`config.mk`:
```
export PLATFORM = sky130hd
export DESIGN_NAME = ext_irq_sensitivity_ctrl
export DESIGN_NICKNAME = d
export VERILOG_FILES = /design/src/core/ext_irq_pkg.sv /design/src/core/ext_irq_detect.sv /design/src/core/ext_irq_sensitivity_ctrl.sv
export SDC_FILE = /design/constraint.sdc
export NUM_CORES = 1
export LEC_CHECK = 0
export BUFFER_PORTS_ARGS = -buffer_cell sky130_fd_sc_hd__buf_4
export CORE_MARGIN = 2
export CORE_UTILIZATION = 53
export DETAILED_ROUTE_END_ITERATION = 10
export PLACE_DENSITY = 0.95
export SYNTH_ARGS = -nofsm -noshare
export SYNTH_HDL_FRONTEND = slang
export SYNTH_SLANG_ARGS = --single-unit
```
`constraint.sdc`:
```
create_clock -name clk -period 4.9 [get_ports clk]
set_input_delay 0.735 -clock clk [delete_from_list [all_inputs] [get_ports clk]]
set_output_delay 0.735 -clock clk [all_outputs]
set_load 0.005 [all_outputs]
```
`src/core/ext_irq_pkg.sv`:
```
// Purpose: shared constants and types for the external interrupt sensitivity block
// Assumes: 32-bit AXI4-Lite register access, 25 MHz clock
// Notes:   one control register plus pending, status, mask and priority words

package ext_irq_pkg;

   // ****************************************
   // register map
   // ****************************************
   localparam logic [7:0] ext_irq_control_off = 8'h28;
   localparam logic [7:0] pending_off         = 8'h2c;
   localparam logic [7:0] irq_status_off      = 8'h30;
   localparam logic [7:0] irq_mask_off        = 8'h34;
   localparam logic [7:0] core_prio_off       = 8'h38;
   localparam logic [7:0] ctrl_reset          = 8'h00;
   localparam logic [3:0] mask_reset          = 4'h0;

   // ****************************************
   // control field positions
   // ****************************************
   localparam int portb_sense_hi      = 7;
   localparam int portb_sense_lo      = 6;
   localparam int portb_low_inv_pos   = 5;
   localparam int portaef_sense_hi    = 4;
   localparam int portaef_sense_lo    = 3;
   localparam int porta_e_inv_pos     = 2;
   localparam logic [7:0] ctrl_write_mask = 8'hfc;

   localparam int n_sources   = 4;
   localparam int n_pins      = 9;
   localparam logic [1:0] prio_level3 = 2'b11;

   typedef enum logic [1:0] {
      sense_fall_low = 2'b00,
      sense_rise     = 2'b01,
      sense_fall     = 2'b10,
      sense_both     = 2'b11
   } sense_t;

   typedef struct packed {
      logic [1:0] portb_sense_field;
      logic       portb_low_polarity_invert;
      logic [1:0] portaef_sense_field;
      logic       porta_e_polarity_invert;
      logic [1:0] reserved;
   } ctrl_t;

   typedef struct packed {
      logic [3:0] porta_pins;
      logic [1:0] porte_pins;
      logic [2:0] portf_pins;
      logic [4:0] portb_pins;
   } ext_pins_t;

endpackage : ext_irq_pkg

```
`src/core/ext_irq_detect.sv`:
```
// Purpose: one source: pin synchroniser, edge and level detect, pending flag
// Assumes: pins asynchronous to clk
// Notes:   the edge plus level mode keeps the request up while the level lasts

`timescale 1ns/1ps

module ext_irq_detect #(
   parameter int width = 1
) (
   input  wire logic             clk,
   input  wire logic             rst_b,
   input  wire logic [width-1:0] pins,
   input  wire logic [1:0]       code,
   input  wire logic             invert,
   input  wire logic             clear,
   input  wire logic             ack,
   output logic                  pending,
   output logic                  event_pulse
);
   import ext_irq_pkg::*;

   logic [width-1:0] sync1_ff;
   logic [width-1:0] sync2_ff;
   logic [width-1:0] prev_ff;
   logic [width-1:0] rise;
   logic [width-1:0] fall;
   logic             any_rise;
   logic             any_fall;
   logic             level_hit;
   logic             hit;
   logic             pending_ff;

   // ****************************************
   // synchroniser and history
   // ****************************************
   always_ff @(posedge clk or negedge rst_b) begin
      if (!rst_b) begin
         sync1_ff <= '1;
         sync2_ff <= '1;
         prev_ff  <= '1;
      end else begin
         sync1_ff <= pins;
         sync2_ff <= sync1_ff;
         prev_ff  <= sync2_ff;
      end
   end

   // ****************************************
   // event decode
   // ****************************************
   always_comb begin
      rise      = sync2_ff & ~prev_ff;
      fall      = ~sync2_ff & prev_ff;
      any_rise  = |rise;
      any_fall  = |fall;
      // invert swaps rise and fall, low level becomes high level
      level_hit = invert ? (|sync2_ff) : ~(&sync2_ff);
      case (sense_t'(code))
         sense_fall_low: hit = (invert ? any_rise : any_fall) | level_hit;
         sense_rise:     hit = invert ? any_fall : any_rise;
         sense_fall:     hit = invert ? any_rise : any_fall;
         sense_both:     hit = any_rise | any_fall;
         default:        hit = 1'b0;
      endcase
   end

   // ****************************************
   // pending flag, event wins over ack
   // ****************************************
   always_ff @(posedge clk or negedge rst_b) begin
      if (!rst_b) begin
         pending_ff <= 1'b0;
      end else if (clear) begin
         pending_ff <= 1'b0;
      end else if (hit) begin
         pending_ff <= 1'b1;
      end else if (ack) begin
         pending_ff <= 1'b0;
      end
   end

   assign pending     = pending_ff;
   assign event_pulse = hit & ~clear;

endmodule : ext_irq_detect

```
`src/core/ext_irq_sensitivity_ctrl.sv`:
```
// Purpose: external interrupt sensitivity control with AXI4-Lite registers
// Assumes: 25 MHz clk, rst_b asynchronous active low, pins asynchronous
// Notes:   pending requests per source go to the cpu interrupt controller
//
// Contract
// - four sources sharing two sensitivity settings
// - falling, rising, both, or edge plus level
// - changed field value clears pending requests
// - bits 7:6 sense for port b sources
// - port b low decode, inverted set too
// - port b pin4 decode without inversion
// - bit 5 inverts port b low source
// - bits 4:3 sense for a/e and f
// - a/e source decodes like port b low
// - port f decode without inversion
// - bit 2 inverts port a/e source
// - a/e source from pa3 and pe1
// - control resets zero at address 0x28
// - level three means both priority bits set
//
// Register access over AXI4-Lite is this design's own decision.

`timescale 1ns/1ps

module ext_irq_sensitivity_ctrl (
   input  wire logic                   clk,
   input  wire logic                   rst_b,
   input  wire logic [31:0]            s_axi_awaddr,
   input  wire logic                   s_axi_awvalid,
   output logic                        s_axi_awready,
   input  wire logic [31:0]            s_axi_wdata,
   input  wire logic [3:0]             s_axi_wstrb,
   input  wire logic                   s_axi_wvalid,
   output logic                        s_axi_wready,
   output logic [1:0]                  s_axi_bresp,
   output logic                        s_axi_bvalid,
   input  wire logic                   s_axi_bready,
   input  wire logic [31:0]            s_axi_araddr,
   input  wire logic                   s_axi_arvalid,
   output logic                        s_axi_arready,
   output logic [31:0]                 s_axi_rdata,
   output logic [1:0]                  s_axi_rresp,
   output logic                        s_axi_rvalid,
   input  wire logic                   s_axi_rready,
   input  wire ext_irq_pkg::ext_pins_t ext_pins,
   input  wire logic                   prio_bit_high,
   input  wire logic                   prio_bit_low,
   input  wire logic [3:0]             irq_ack,
   output logic [3:0]                  irq_req,
   output logic                        irq
);
   import ext_irq_pkg::*;

   ctrl_t      ctrl_ff;
   logic [3:0] status_ff;
   logic [3:0] mask_ff;
   logic [31:0] awaddr_ff;
   logic [31:0] wdata_ff;
   logic [3:0]  wstrb_ff;
   logic        aw_full_ff;
   logic        w_full_ff;
   logic        bvalid_ff;
   logic        rvalid_ff;
   logic [31:0] rdata_ff;
   logic [1:0]  bresp_ff;
   logic [1:0]  rresp_ff;
   logic        do_write;
   logic        level3;
   logic [7:0]  nxt_ctrl;
   logic        ctrl_change;
   logic [3:0]  events;
   logic [3:0]  pend;
   logic [7:0]  wr_off;
   logic [7:0]  rd_off;
   logic        wr_ok;
   logic        rd_ok;
   logic        wr_ctrl;
   logic        wr_status;
   logic        wr_mask;
   logic [3:0]  nxt_status;
   logic [3:0]  nxt_mask;
   logic [31:0] nxt_rdata;
   logic [1:0]  nxt_rresp;

   // ****************************************
   // write channel capture
   // ****************************************
   // each half of a write parks in its own holder until both are there
   assign s_axi_awready = !aw_full_ff;
   assign s_axi_wready  = !w_full_ff;
   assign do_write      = aw_full_ff && w_full_ff && !bvalid_ff;

   always_ff @(posedge clk or negedge rst_b) begin
      if (!rst_b) begin
         aw_full_ff <= 1'b0;
         awaddr_ff  <= 32'h0;
      end else if (s_axi_awvalid && s_axi_awready) begin
         aw_full_ff <= 1'b1;
         awaddr_ff  <= s_axi_awaddr;
      end else if (do_write) begin
         aw_full_ff <= 1'b0;
      end
   end

   always_ff @(posedge clk or negedge rst_b) begin
      if (!rst_b) begin
         w_full_ff <= 1'b0;
         wdata_ff  <= 32'h0;
         wstrb_ff  <= 4'h0;
      end else if (s_axi_wvalid && s_axi_wready) begin
         w_full_ff <= 1'b1;
         wdata_ff  <= s_axi_wdata;
         wstrb_ff  <= s_axi_wstrb;
      end else if (do_write) begin
         w_full_ff <= 1'b0;
      end
   end

   // ****************************************
   // write decode
   // ****************************************
   assign wr_off = awaddr_ff[7:0];
   assign wr_ok  = (awaddr_ff[31:8] == 24'h0) &&
                   (wr_off == ext_irq_control_off || wr_off == pending_off ||
                    wr_off == irq_status_off || wr_off == irq_mask_off ||
                    wr_off == core_prio_off);
   assign level3 = ({prio_bit_high, prio_bit_low} == prio_level3);
   // a refused address leaves every register untouched
   assign wr_ctrl   = do_write && wr_ok && wr_off == ext_irq_control_off && wstrb_ff[0];
   assign wr_status = do_write && wr_ok && wr_off == irq_status_off && wstrb_ff[0];
   assign wr_mask   = do_write && wr_ok && wr_off == irq_mask_off && wstrb_ff[0];

   always_comb begin
      nxt_ctrl = ctrl_ff;
      // reserved bits stay zero whatever software writes
      if (wr_ctrl) begin
         nxt_ctrl = wdata_ff[7:0] & ctrl_write_mask;
      end
   end
   assign ctrl_change = (nxt_ctrl != ctrl_ff);

   always_ff @(posedge clk or negedge rst_b) begin
      if (!rst_b) begin
         ctrl_ff <= ctrl_t'(ctrl_reset);
      end else begin
         // level three guard is software's duty; write accepted regardless
         ctrl_ff <= nxt_ctrl;
      end
   end

   // answer waits until both halves of the write are held
   always_ff @(posedge clk or negedge rst_b) begin
      if (!rst_b) begin
         bvalid_ff <= 1'b0;
         bresp_ff  <= 2'b00;
      end else if (do_write) begin
         bvalid_ff <= 1'b1;
         bresp_ff  <= wr_ok ? 2'b00 : 2'b10;
      end else if (s_axi_bready) begin
         bvalid_ff <= 1'b0;
      end
   end
   assign s_axi_bvalid = bvalid_ff;
   assign s_axi_bresp  = bresp_ff;

   // ****************************************
   // sources
   // ****************************************
   // one shared clear: any changed field drops all four requests
   // a/e source: pa3 and pe1 combined
   ext_irq_detect #(.width(2)) u_src_a_e (
      .clk         (clk),
      .rst_b       (rst_b),
      .pins        ({ext_pins.porta_pins[3], ext_pins.porte_pins[1]}),
      .code        (ctrl_ff.portaef_sense_field),
      .invert      (ctrl_ff.porta_e_polarity_invert),
      .clear       (ctrl_change),
      .ack         (irq_ack[0]),
      .pending     (pend[0]),
      .event_pulse (events[0])
   );

   ext_irq_detect #(.width(3)) u_src_f (
      .clk         (clk),
      .rst_b       (rst_b),
      .pins        (ext_pins.portf_pins),
      .code        (ctrl_ff.portaef_sense_field),
      .invert      (1'b0),
      .clear       (ctrl_change),
      .ack         (irq_ack[1]),
      .pending     (pend[1]),
      .event_pulse (events[1])
   );

   ext_irq_detect #(.width(4)) u_src_b_low (
      .clk         (clk),
      .rst_b       (rst_b),
      .pins        (ext_pins.portb_pins[3:0]),
      .code        (ctrl_ff.portb_sense_field),
      .invert      (ctrl_ff.portb_low_polarity_invert),
      .clear       (ctrl_change),
      .ack         (irq_ack[2]),
      .pending     (pend[2]),
      .event_pulse (events[2])
   );

   ext_irq_detect #(.width(1)) u_src_b_pin4 (
      .clk         (clk),
      .rst_b       (rst_b),
      .pins        (ext_pins.portb_pins[4]),
      .code        (ctrl_ff.portb_sense_field),
      .invert      (1'b0),
      .clear       (ctrl_change),
      .ack         (irq_ack[3]),
      .pending     (pend[3]),
      .event_pulse (events[3])
   );

   assign irq_req = pend;

   // ****************************************
   // sticky status, mask, interrupt
   // ****************************************
   always_comb begin
      nxt_status = status_ff | events;
      // a new event outranks the clearing write in the same cycle
      if (wr_status) begin
         nxt_status = (status_ff & ~wdata_ff[3:0]) | events;
      end
   end

   always_ff @(posedge clk or negedge rst_b) begin
      if (!rst_b) begin
         status_ff <= 4'h0;
      end else begin
         status_ff <= nxt_status;
      end
   end

   always_comb begin
      // mask gates the interrupt line only, never the status
      nxt_mask = mask_ff;
      if (wr_mask) begin
         nxt_mask = wdata_ff[3:0];
      end
   end

   always_ff @(posedge clk or negedge rst_b) begin
      if (!rst_b) begin
         mask_ff <= mask_reset;
      end else begin
         mask_ff <= nxt_mask;
      end
   end

   // level output straight from the status and mask flops
   assign irq = |(status_ff & mask_ff);

   // ****************************************
   // read channel
   // ****************************************
   // reads decode the live address, so no address holder
   // data latched when the address is taken, steady while rvalid waits
   assign s_axi_arready = !rvalid_ff;
   assign rd_off        = s_axi_araddr[7:0];
   assign rd_ok         = (s_axi_araddr[31:8] == 24'h0);

   always_comb begin
      nxt_rdata = 32'h0;
      nxt_rresp = 2'b00;
      if (!rd_ok) begin
         nxt_rresp = 2'b10;
      end else begin
         case (rd_off)
            ext_irq_control_off: nxt_rdata = {24'h0, ctrl_ff};
            pending_off:         nxt_rdata = {28'h0, pend};
            irq_status_off:      nxt_rdata = {28'h0, status_ff};
            irq_mask_off:        nxt_rdata = {28'h0, mask_ff};
            core_prio_off:       nxt_rdata = {31'h0, level3};
            default:             nxt_rresp = 2'b10;
         endcase
      end
   end

   always_ff @(posedge clk or negedge rst_b) begin
      if (!rst_b) begin
         rvalid_ff <= 1'b0;
         rdata_ff  <= 32'h0;
         rresp_ff  <= 2'b00;
      end else if (s_axi_arvalid && s_axi_arready) begin
         rvalid_ff <= 1'b1;
         rdata_ff  <= nxt_rdata;
         rresp_ff  <= nxt_rresp;
      end else if (s_axi_rready) begin
         rvalid_ff <= 1'b0;
      end
   end
   assign s_axi_rvalid = rvalid_ff;
   assign s_axi_rdata  = rdata_ff;
   assign s_axi_rresp  = rresp_ff;

endmodule : ext_irq_sensitivity_ctrl

```
==> results of run 1 <==
through the flow:
stage	setup slack [ns]	instances	total power, uW
floorplan	2.77	399	1540
global placement	2.37	584	1690
detailed placement	2.27	584	1740
CTS	2.53	600	2200
global route	2.39	600	2310
finish	2.56	600	2180
cells by family after synthesis:
| kind of cell | count (synthesis) | share of synthesized area, % |
|---|---|---|
| compound gates | 56 | 8.40 |
| xor+xnor | 6 | 1.11 |
| fa+ha+maj | 8 | 2.11 |
| buf+inv | 57 | 7.05 |
| flops | 105 | 56.3 |
| mux | 59 | 14.3 |
| other cells | 1 | 0.0792 |
| simple gates | 82 | 10.6 |
worst paths after layout:
| kind | slack (ns) | depth (start not counted) | startpoint | end |
|---|---|---|---|---|
| min in group asynchronous | 0.46 | 1 | rst_b | awaddr_ff[7] |
| hold reg to reg | 0.36 | 0 | u_src_f.sync1_ff[0] | u_src_f.sync2_ff[0] |
| setup / recovery | 2.56 | 5 | awaddr_ff[25] | mask_ff[1] |
| hold / removal | 0.36 | 0 | u_src_f.sync1_ff[0] | u_src_f.sync2_ff[0] |
| max in group asynchronous | 3.44 | 2 | rst_b | u_src_b_low.prev_ff[2] |
| setup reg to reg | 2.56 | 5 | awaddr_ff[25] | mask_ff[1] |
cell usage after synthesis (all sizes together), types with 2 or more instances:
cell     instances
and2             2
or4              2
a21oi            9
a31oi            2
o2bb2ai          5
nand4bb          2
nand4            5
nand2b          14
clkbuf           6
dfrtp           75
nand2           12
xor2             3
nor4b            2
o21ai           10
nor3             3
xnor2            3
mux2            52
a22oi            3
inv             17
nor2            10
ha               8
mux2i            7
a21boi           2
o21a             2
a22o             9
nand4b           3
nor2b            4
nor3b            2
dfstp           30
o22ai            3
nand3            4
o221ai           2
nor4            13
buf             34
per-layer routing:
layer  GRT usage, %  up-vias
met5              0        -
met4           8.43        0
met3           5.89       21
met2           35.8      153
met1           23.6     1608
li1               -     1509
sequential cells by signal, summed over array words and instances, names as in the netlist, 2 cells and up:
| signal | count |
|---|---|
| ctrl_ff | 8 |
| u_src_a_e.sync1_ff | 2 |
| mask_ff | 4 |
| u_src_f.sync1_ff | 3 |
| u_src_a_e.prev_ff | 2 |
| u_src_a_e.sync2_ff | 2 |
| u_src_f.prev_ff | 3 |
| awaddr_ff | 32 |
| u_src_f.sync2_ff | 3 |
| s_axi_rdata | 8 |
| status_ff | 4 |
| u_src_b_low.prev_ff | 4 |
| wdata_ff | 8 |
| u_src_b_low.sync1_ff | 4 |
| u_src_b_low.sync2_ff | 4 |
placed cells by master (no fill, tap or decap), drive strengths merged, types with 4 or more instances in the layout:
master	n
buf	117
mux2i	7
a22o	9
a21oi	9
nand2	12
nand3	4
nand2b	14
inv	17
nor2	10
o2bb2ai	5
nand4	5
mux2	52
clkbuf	11
nor4	13
dfrtp	75
nor2b	4
ha	8
conb	26
dfstp	30
o21ai	10
cell type report:
type                    instances  share of cell area, %
flip-flops and latches        105                   46.4
multi-input cells             237                   31.9
repair buffers                117                   15.3
well taps                     108                   2.35
clock buffers                  11                   2.29
inverters                      17                   1.11
clock inverters                 5                  0.588
power by group through the flow:
stage	clock (uW)	combinational (uW)	sequential, uW
2_1_floorplan	0	343	1200
3_3_place_gp	0	456	1230
3_5_place_dp	0	484	1250
4_1_cts	481	486	1240
5_1_grt	514	527	1270
6_report	469	478	1230
==> impl_metrics.ini, run 1 <==
[run_status]
outcome = complete, no violations

[sta]
timing.final.crit_period_ns = 2.34
fin_skew_ns = 0.0132
grt_setup_unrepaired = false
holdWs_ns = 0.359
worst_slew_margin_rel_pct = 37.1
layout_worst_path_cycle_share_pct = 47.8
max_clock_freq_mhz = 427
finalMaxSlewViolations = 0
tightest_slew_ns = 0.935
setup_viol = 0
timing.setup.tns_ns = 0
endpoints_failing_hold = 0

[final_layout]
fin_util_pct = 66.1
final_nets = 622
final_layout_size_suffix_gt1_share_pct = 45.1
final_std_cell_area_no_fill_mm2 = 0.00574
multi_input_comb_area_mm2 = 0.00183
fillers = 626
areaGrowthSynthToFinish_pct = 21.2
area_of_all_sequential_standard_cells_mm2 = 0.00267
num_antenna_cells = 0

[route]
detail_route.drc_violations = 0
met2_length_um = 4900
dr.pass1.iters = 5
route.met3.wl_um = 851
post_drt_wl_per_cell_um = 16.2
antenna_left = 0
totalWireLength_um = 9720
via_per_inst = 5.49
vias = 3291
drt-met1-wl_um = 3760
first_iter_violations = 120
routed.top_layer = met4

[synthesis]
synth.cell_area_mm2 = 0.00474
avgSynthCellArea_um2 = 12.7
synth_seq_area_share_pct = 56.3
yosys_warnings = 0
synthCells = 374
synth.lib_cells_used.distinct = 54
netlist.top_cell.by_area = dfrtp_1
asyncSetResetFlopFracSynth_pct = 100
synth_enable_flop_cells = 0
synthTopCellsByArea = dfrtp_1, dfstp_2, mux2_2
synth_top_area_share_pct = 39.6
synth_ff_type = dfrtp_1
yosys_register_bits = 105

[setup_path]
critPathRequiredTime_ns = 5.15
crit_path_cell_trace = nor4_1 -> nand4_1 -> or2_4 -> nor3_1 -> mux2_2
worst_setup_path_end_kind = flop
cp_num_buf_inv = 0
timing.setup.critical_path_class = reg -> reg
max_fanout_on_critical_path = 4
critical-path-slowest-cell = nor3_1
worst_path_largest_cell_delay_ns = 0.60
cp_top_family = simple AND/OR/NAND/NOR gates
start_kind = flop
critical_path_arrival_ns = 2.59

[clock_network]
post_cts_buffers = 0
holdBufCountCts = 0
clock_tree.root_cell = clkbuf_8
htreeDepth = 3
gates_resized_cts_repair = 0
cts_sinks = 105
cts_buffer_depth = 2
numCtsBuffers = 9
worst_skew_pair.late_latency_ns = 0.37
cts_tree = built
worst_path_clk_slew_ns = 0.09

[placed_design]
detailed_place_hpwl_um = 7560
routabilityCongestion = 0.805
placed_cell_area_mm2 = 0.00558
port_buffers = 115

[grt]
grt_antenna_before_repair = 0
grt_use_total_pct = 20.5
grt_pass1_wl_um = 15800
first_global_vias = 3372
grt_overflow_total = 0
grt_start_max_net_pins = 69

[floorplanning]
initial_core_util_pct = 54.6
fp.dieArea_mm2 = 0.00971
core_area_mm2 = 0.00868
die-width_um = 98.5
die-height_um = 98.5
std_cell_rows = 34
ios = 173

[power]
pwr-share-comb_pct = 21.9
net_switching_uw = 615
static-leakage-power_uw = 0.00261
power.ir.vdd_worst_v = 0.000276
swShare_pct = 28.2
p_clk_share_pct = 21.5
p_int_uw = 1560
power-per-cell-area_mw_per_mm2 = 380
sequentialPowerShare_pct = 56.6

[worst_hold_path]
worst_hold_path_type = reg -> reg

[run]
max_cap_viol_count = 0
No activity file was read; power rests on OpenSTA's default activity.
==> inputs of run 2 (changes only) <==
ABC_AREA = 1   (was unset)
CORE_UTILIZATION = 50   (was 53)
PLACE_DENSITY = 0.91   (was 0.95)
clock period = 2.4 ns   (was 4.9 ns; I/O delays follow)
==> run 2 against run 1 <==
  * Critical endpoint is now u_src_a_e.pending
  * Die area is 11% higher
  * Flip-flop and latch count unchanged
  * Worst setup slack lost 2.1 ns
  * Largest power group unchanged
  * Clock skew down 0.0022 ns
  * Final area rose by 6.2%
  * Synthesized area rose by 5.0%
  * Clock power grew 150%
  * Register-to-register slack worse by 2.1 ns
  * Via count increased by 19%
  * Worst hold slack worse by 0.26 ns
==> impl_metrics.ini, run 2 <==
[final_layout]
areaGrowthSynthToFinish_pct = 22.6
flip_flop_count_of_the_largest_register_after_layout = 32
leading_cell_type_in_the_layout_fill_and_taps_excluded = buf_4
final_layout_size_suffix_gt1_share_pct = 33.8
num_antenna_cells = 0
layout_common_cells = buf_4, nand2_1, dfrtp_1, nor2_1, inv_1
final_nets = 771
largest-register = awaddr_ff
fin_util_pct = 62.7

[clock_network]
htreeDepth = 3
cts_buffer_depth = 2
gates_resized_cts_repair = 0
worst_skew_pair.late_latency_ns = 0.37
clock_tree.root_cell = clkbuf_8
worst_path_clk_slew_ns = 0.10
cts_tree = built
numCtsBuffers = 9
cts_sinks = 105

[sta]
max_clock_freq_mhz = 512
finalMaxSlewViolations = 0
endpoints_failing_hold = 0
setup_viol = 0
fin_skew_ns = 0.0111
post-route-worst-setup-slack_ns = 0.447
holdWs_ns = 0.0953
worst_slew_margin_rel_pct = 60.9
timing.setup.tns_ns = 0
layout_worst_path_cycle_share_pct = 81.4
tightest_slew_ns = 0.581
timing.final.crit_period_ns = 1.95
grt_setup_unrepaired = false

[grt]
grt_pass1_wl_um = 18000
grt_use_total_pct = 20.5
grt_start_max_net_pins = 44
grt_antenna_before_repair = 0
grt_overflow_total = 0
first_global_vias = 3989

[floorplanning]
die-width_um = 104
die-height_um = 104
initial_core_util_pct = 51.1
ios = 173
core_area_mm2 = 0.00973
std_cell_rows = 36
fp.dieArea_mm2 = 0.0108

[synthesis]
asyncSetResetFlopFracSynth_pct = 100
synth_enable_flop_cells = 0
synth_ff_type = dfrtp_1
yosys_warnings = 0
synth_seq_area_share_pct = 53.6
synth.cell_area_mm2 = 0.00497
synth_top_area_share_pct = 37.7
synth_top_cells_by_count = nand2_1, dfrtp_1, nor2_1, inv_1, mux2_2
yosys_register_bits = 105
synthTopCellsByArea = dfrtp_1, dfstp_2, nand2_1
avgSynthCellArea_um2 = 9.64
synth.lib_cells_used.distinct = 38
netlist.top_cell.by_area = dfrtp_1
synthCells = 516
synth.most_common_cell = nand2_1

[placed_design]
detailed_place_hpwl_um = 8330
routabilityCongestion = 0.851
port_buffers = 115
setup_slack_after_placement_ns = 0.506

[setup_path]
critPathRequiredTime_ns = 2.66
timing.setup.critical_path_class = reg -> reg
worst_setup_path_end_kind = flop
max_fanout_on_critical_path = 12
critical_path_arrival_ns = 2.21
start_kind = flop
ff_to_ff_setup_slack_ns = 0.45

[run]
max_cap_viol_count = 0

[route]
vias = 3932
detail_route.drc_violations = 0
first_iter_violations = 175
via_per_inst = 5.09
antenna_left = 0
totalWireLength_um = 10700
post_drt_wl_per_cell_um = 13.9
dr.pass1.iters = 4

[power]
power-per-cell-area_mw_per_mm2 = 770
net_switching_uw = 1370
sequentialPowerShare_pct = 52.2
total_power_uw = 4690
swShare_pct = 29.3
p_clk_share_pct = 24.5
pwr-share-comb_pct = 23.3
power.ir.vdd_worst_v = 0.000667
p_int_uw = 3320
static-leakage-power_uw = 0.00292

[run_status]
outcome = complete, no violations

[worst_hold_path]
worst_hold_path_type = in -> reg
run 2: cell types whose count changed after synthesis, moves of 12 or more:
| cell | before | now |
|---|---|---|
| nor2_1 | 10 | 74 |
| nand3_1 | 4 | 19 |
| nand2b_1 | 14 | 0 |
| o21ai_0 | 10 | 25 |
| nand2_1 | 12 | 93 |
| inv_1 | 17 | 49 |
| mux2_2 | 46 | 31 |
| nor4_1 | 13 | 1 |
run 2: final timing paths:
path	from	to	cells past startpoint
min in group asynchronous	rst_b	awaddr_ff[19]	2
hold reg to reg	u_src_b_pin4.sync1_ff	u_src_b_pin4.sync2_ff	0
max in group asynchronous	rst_b	u_src_b_low.sync1_ff[1]	3
hold / removal	ext_pins[6]	u_src_f.sync1_ff[1]	1
setup / recovery	s_axi_bvalid	u_src_a_e.pending	12
setup reg to reg	s_axi_bvalid	u_src_a_e.pending	12
run 2: cell type report:
cell class	instances	area (um2)
fill	800	3630
timing repair buffer	120	916
clock inverter	5	81.3
inverter	50	190
tap	133	166
clock buffer	9	124
multi-input combinational	350	1950
sequential	105	2670
run 2: through the flow:
step | cell area [um2] | cells
finish | 6100 | 772
global route | 6100 | 772
CTS | 6100 | 772
detailed placement | 5880 | 757
global placement | 5880 | 757
floorplan | 5070 | 541
run 2: metal layers:
metal	global-route usage [%]	up-vias	part of all wire, %	wire, um
met2	37.5	164	52	5550
met4	4.83	0	1.1	123
met3	7.74	11	9.8	1050
li1	-	1864	-	-
met1	22.6	1893	37	4010
met5	0	-	0	0
run 2: worst max-delay path: stages, from the launching register on:
cell,delay (ns)
dfrtp_1,0.40
inv_1,0.08
nand3_1,0.14
inv_1,0.15
nand2_1,0.11
nor2_4,0.18
nand3_4,0.21
inv_4,0.13
nand3_1,0.09
nand2_2,0.12
nor2_8,0.07
nand3_1,0.09
nand2_1,0.06
run 2: logic make-up after synthesis:
| logic type | Yosys count | share of synthesized area, % |
|---|---|---|
| compound gates | 61 | 7.22 |
| xor+xnor | 1 | 0.176 |
| fa+ha+maj | 8 | 2.01 |
| buf+inv | 86 | 9.01 |
| flops | 105 | 53.6 |
| mux | 31 | 7.02 |
| other cells | 1 | 0.0754 |
| simple gates | 223 | 20.9 |
run 2: power by group through the flow:
stage / clock network [uW] / registers [uW] / logic, uW
2_1_floorplan: 0 / 2400 / 771
6_report: 1150 / 2450 / 1090
5_1_grt: 1240 / 2500 / 1220
4_1_cts: 1180 / 2450 / 1100
3_5_place_dp: 0 / 2490 / 1090
3_3_place_gp: 0 / 2440 / 1030
run 2: repair_timing:
action                    4_1_cts  5_1_grt
hold buffers                    1        0
setup buffers                   0        0
hold endpoints to repair       29        0
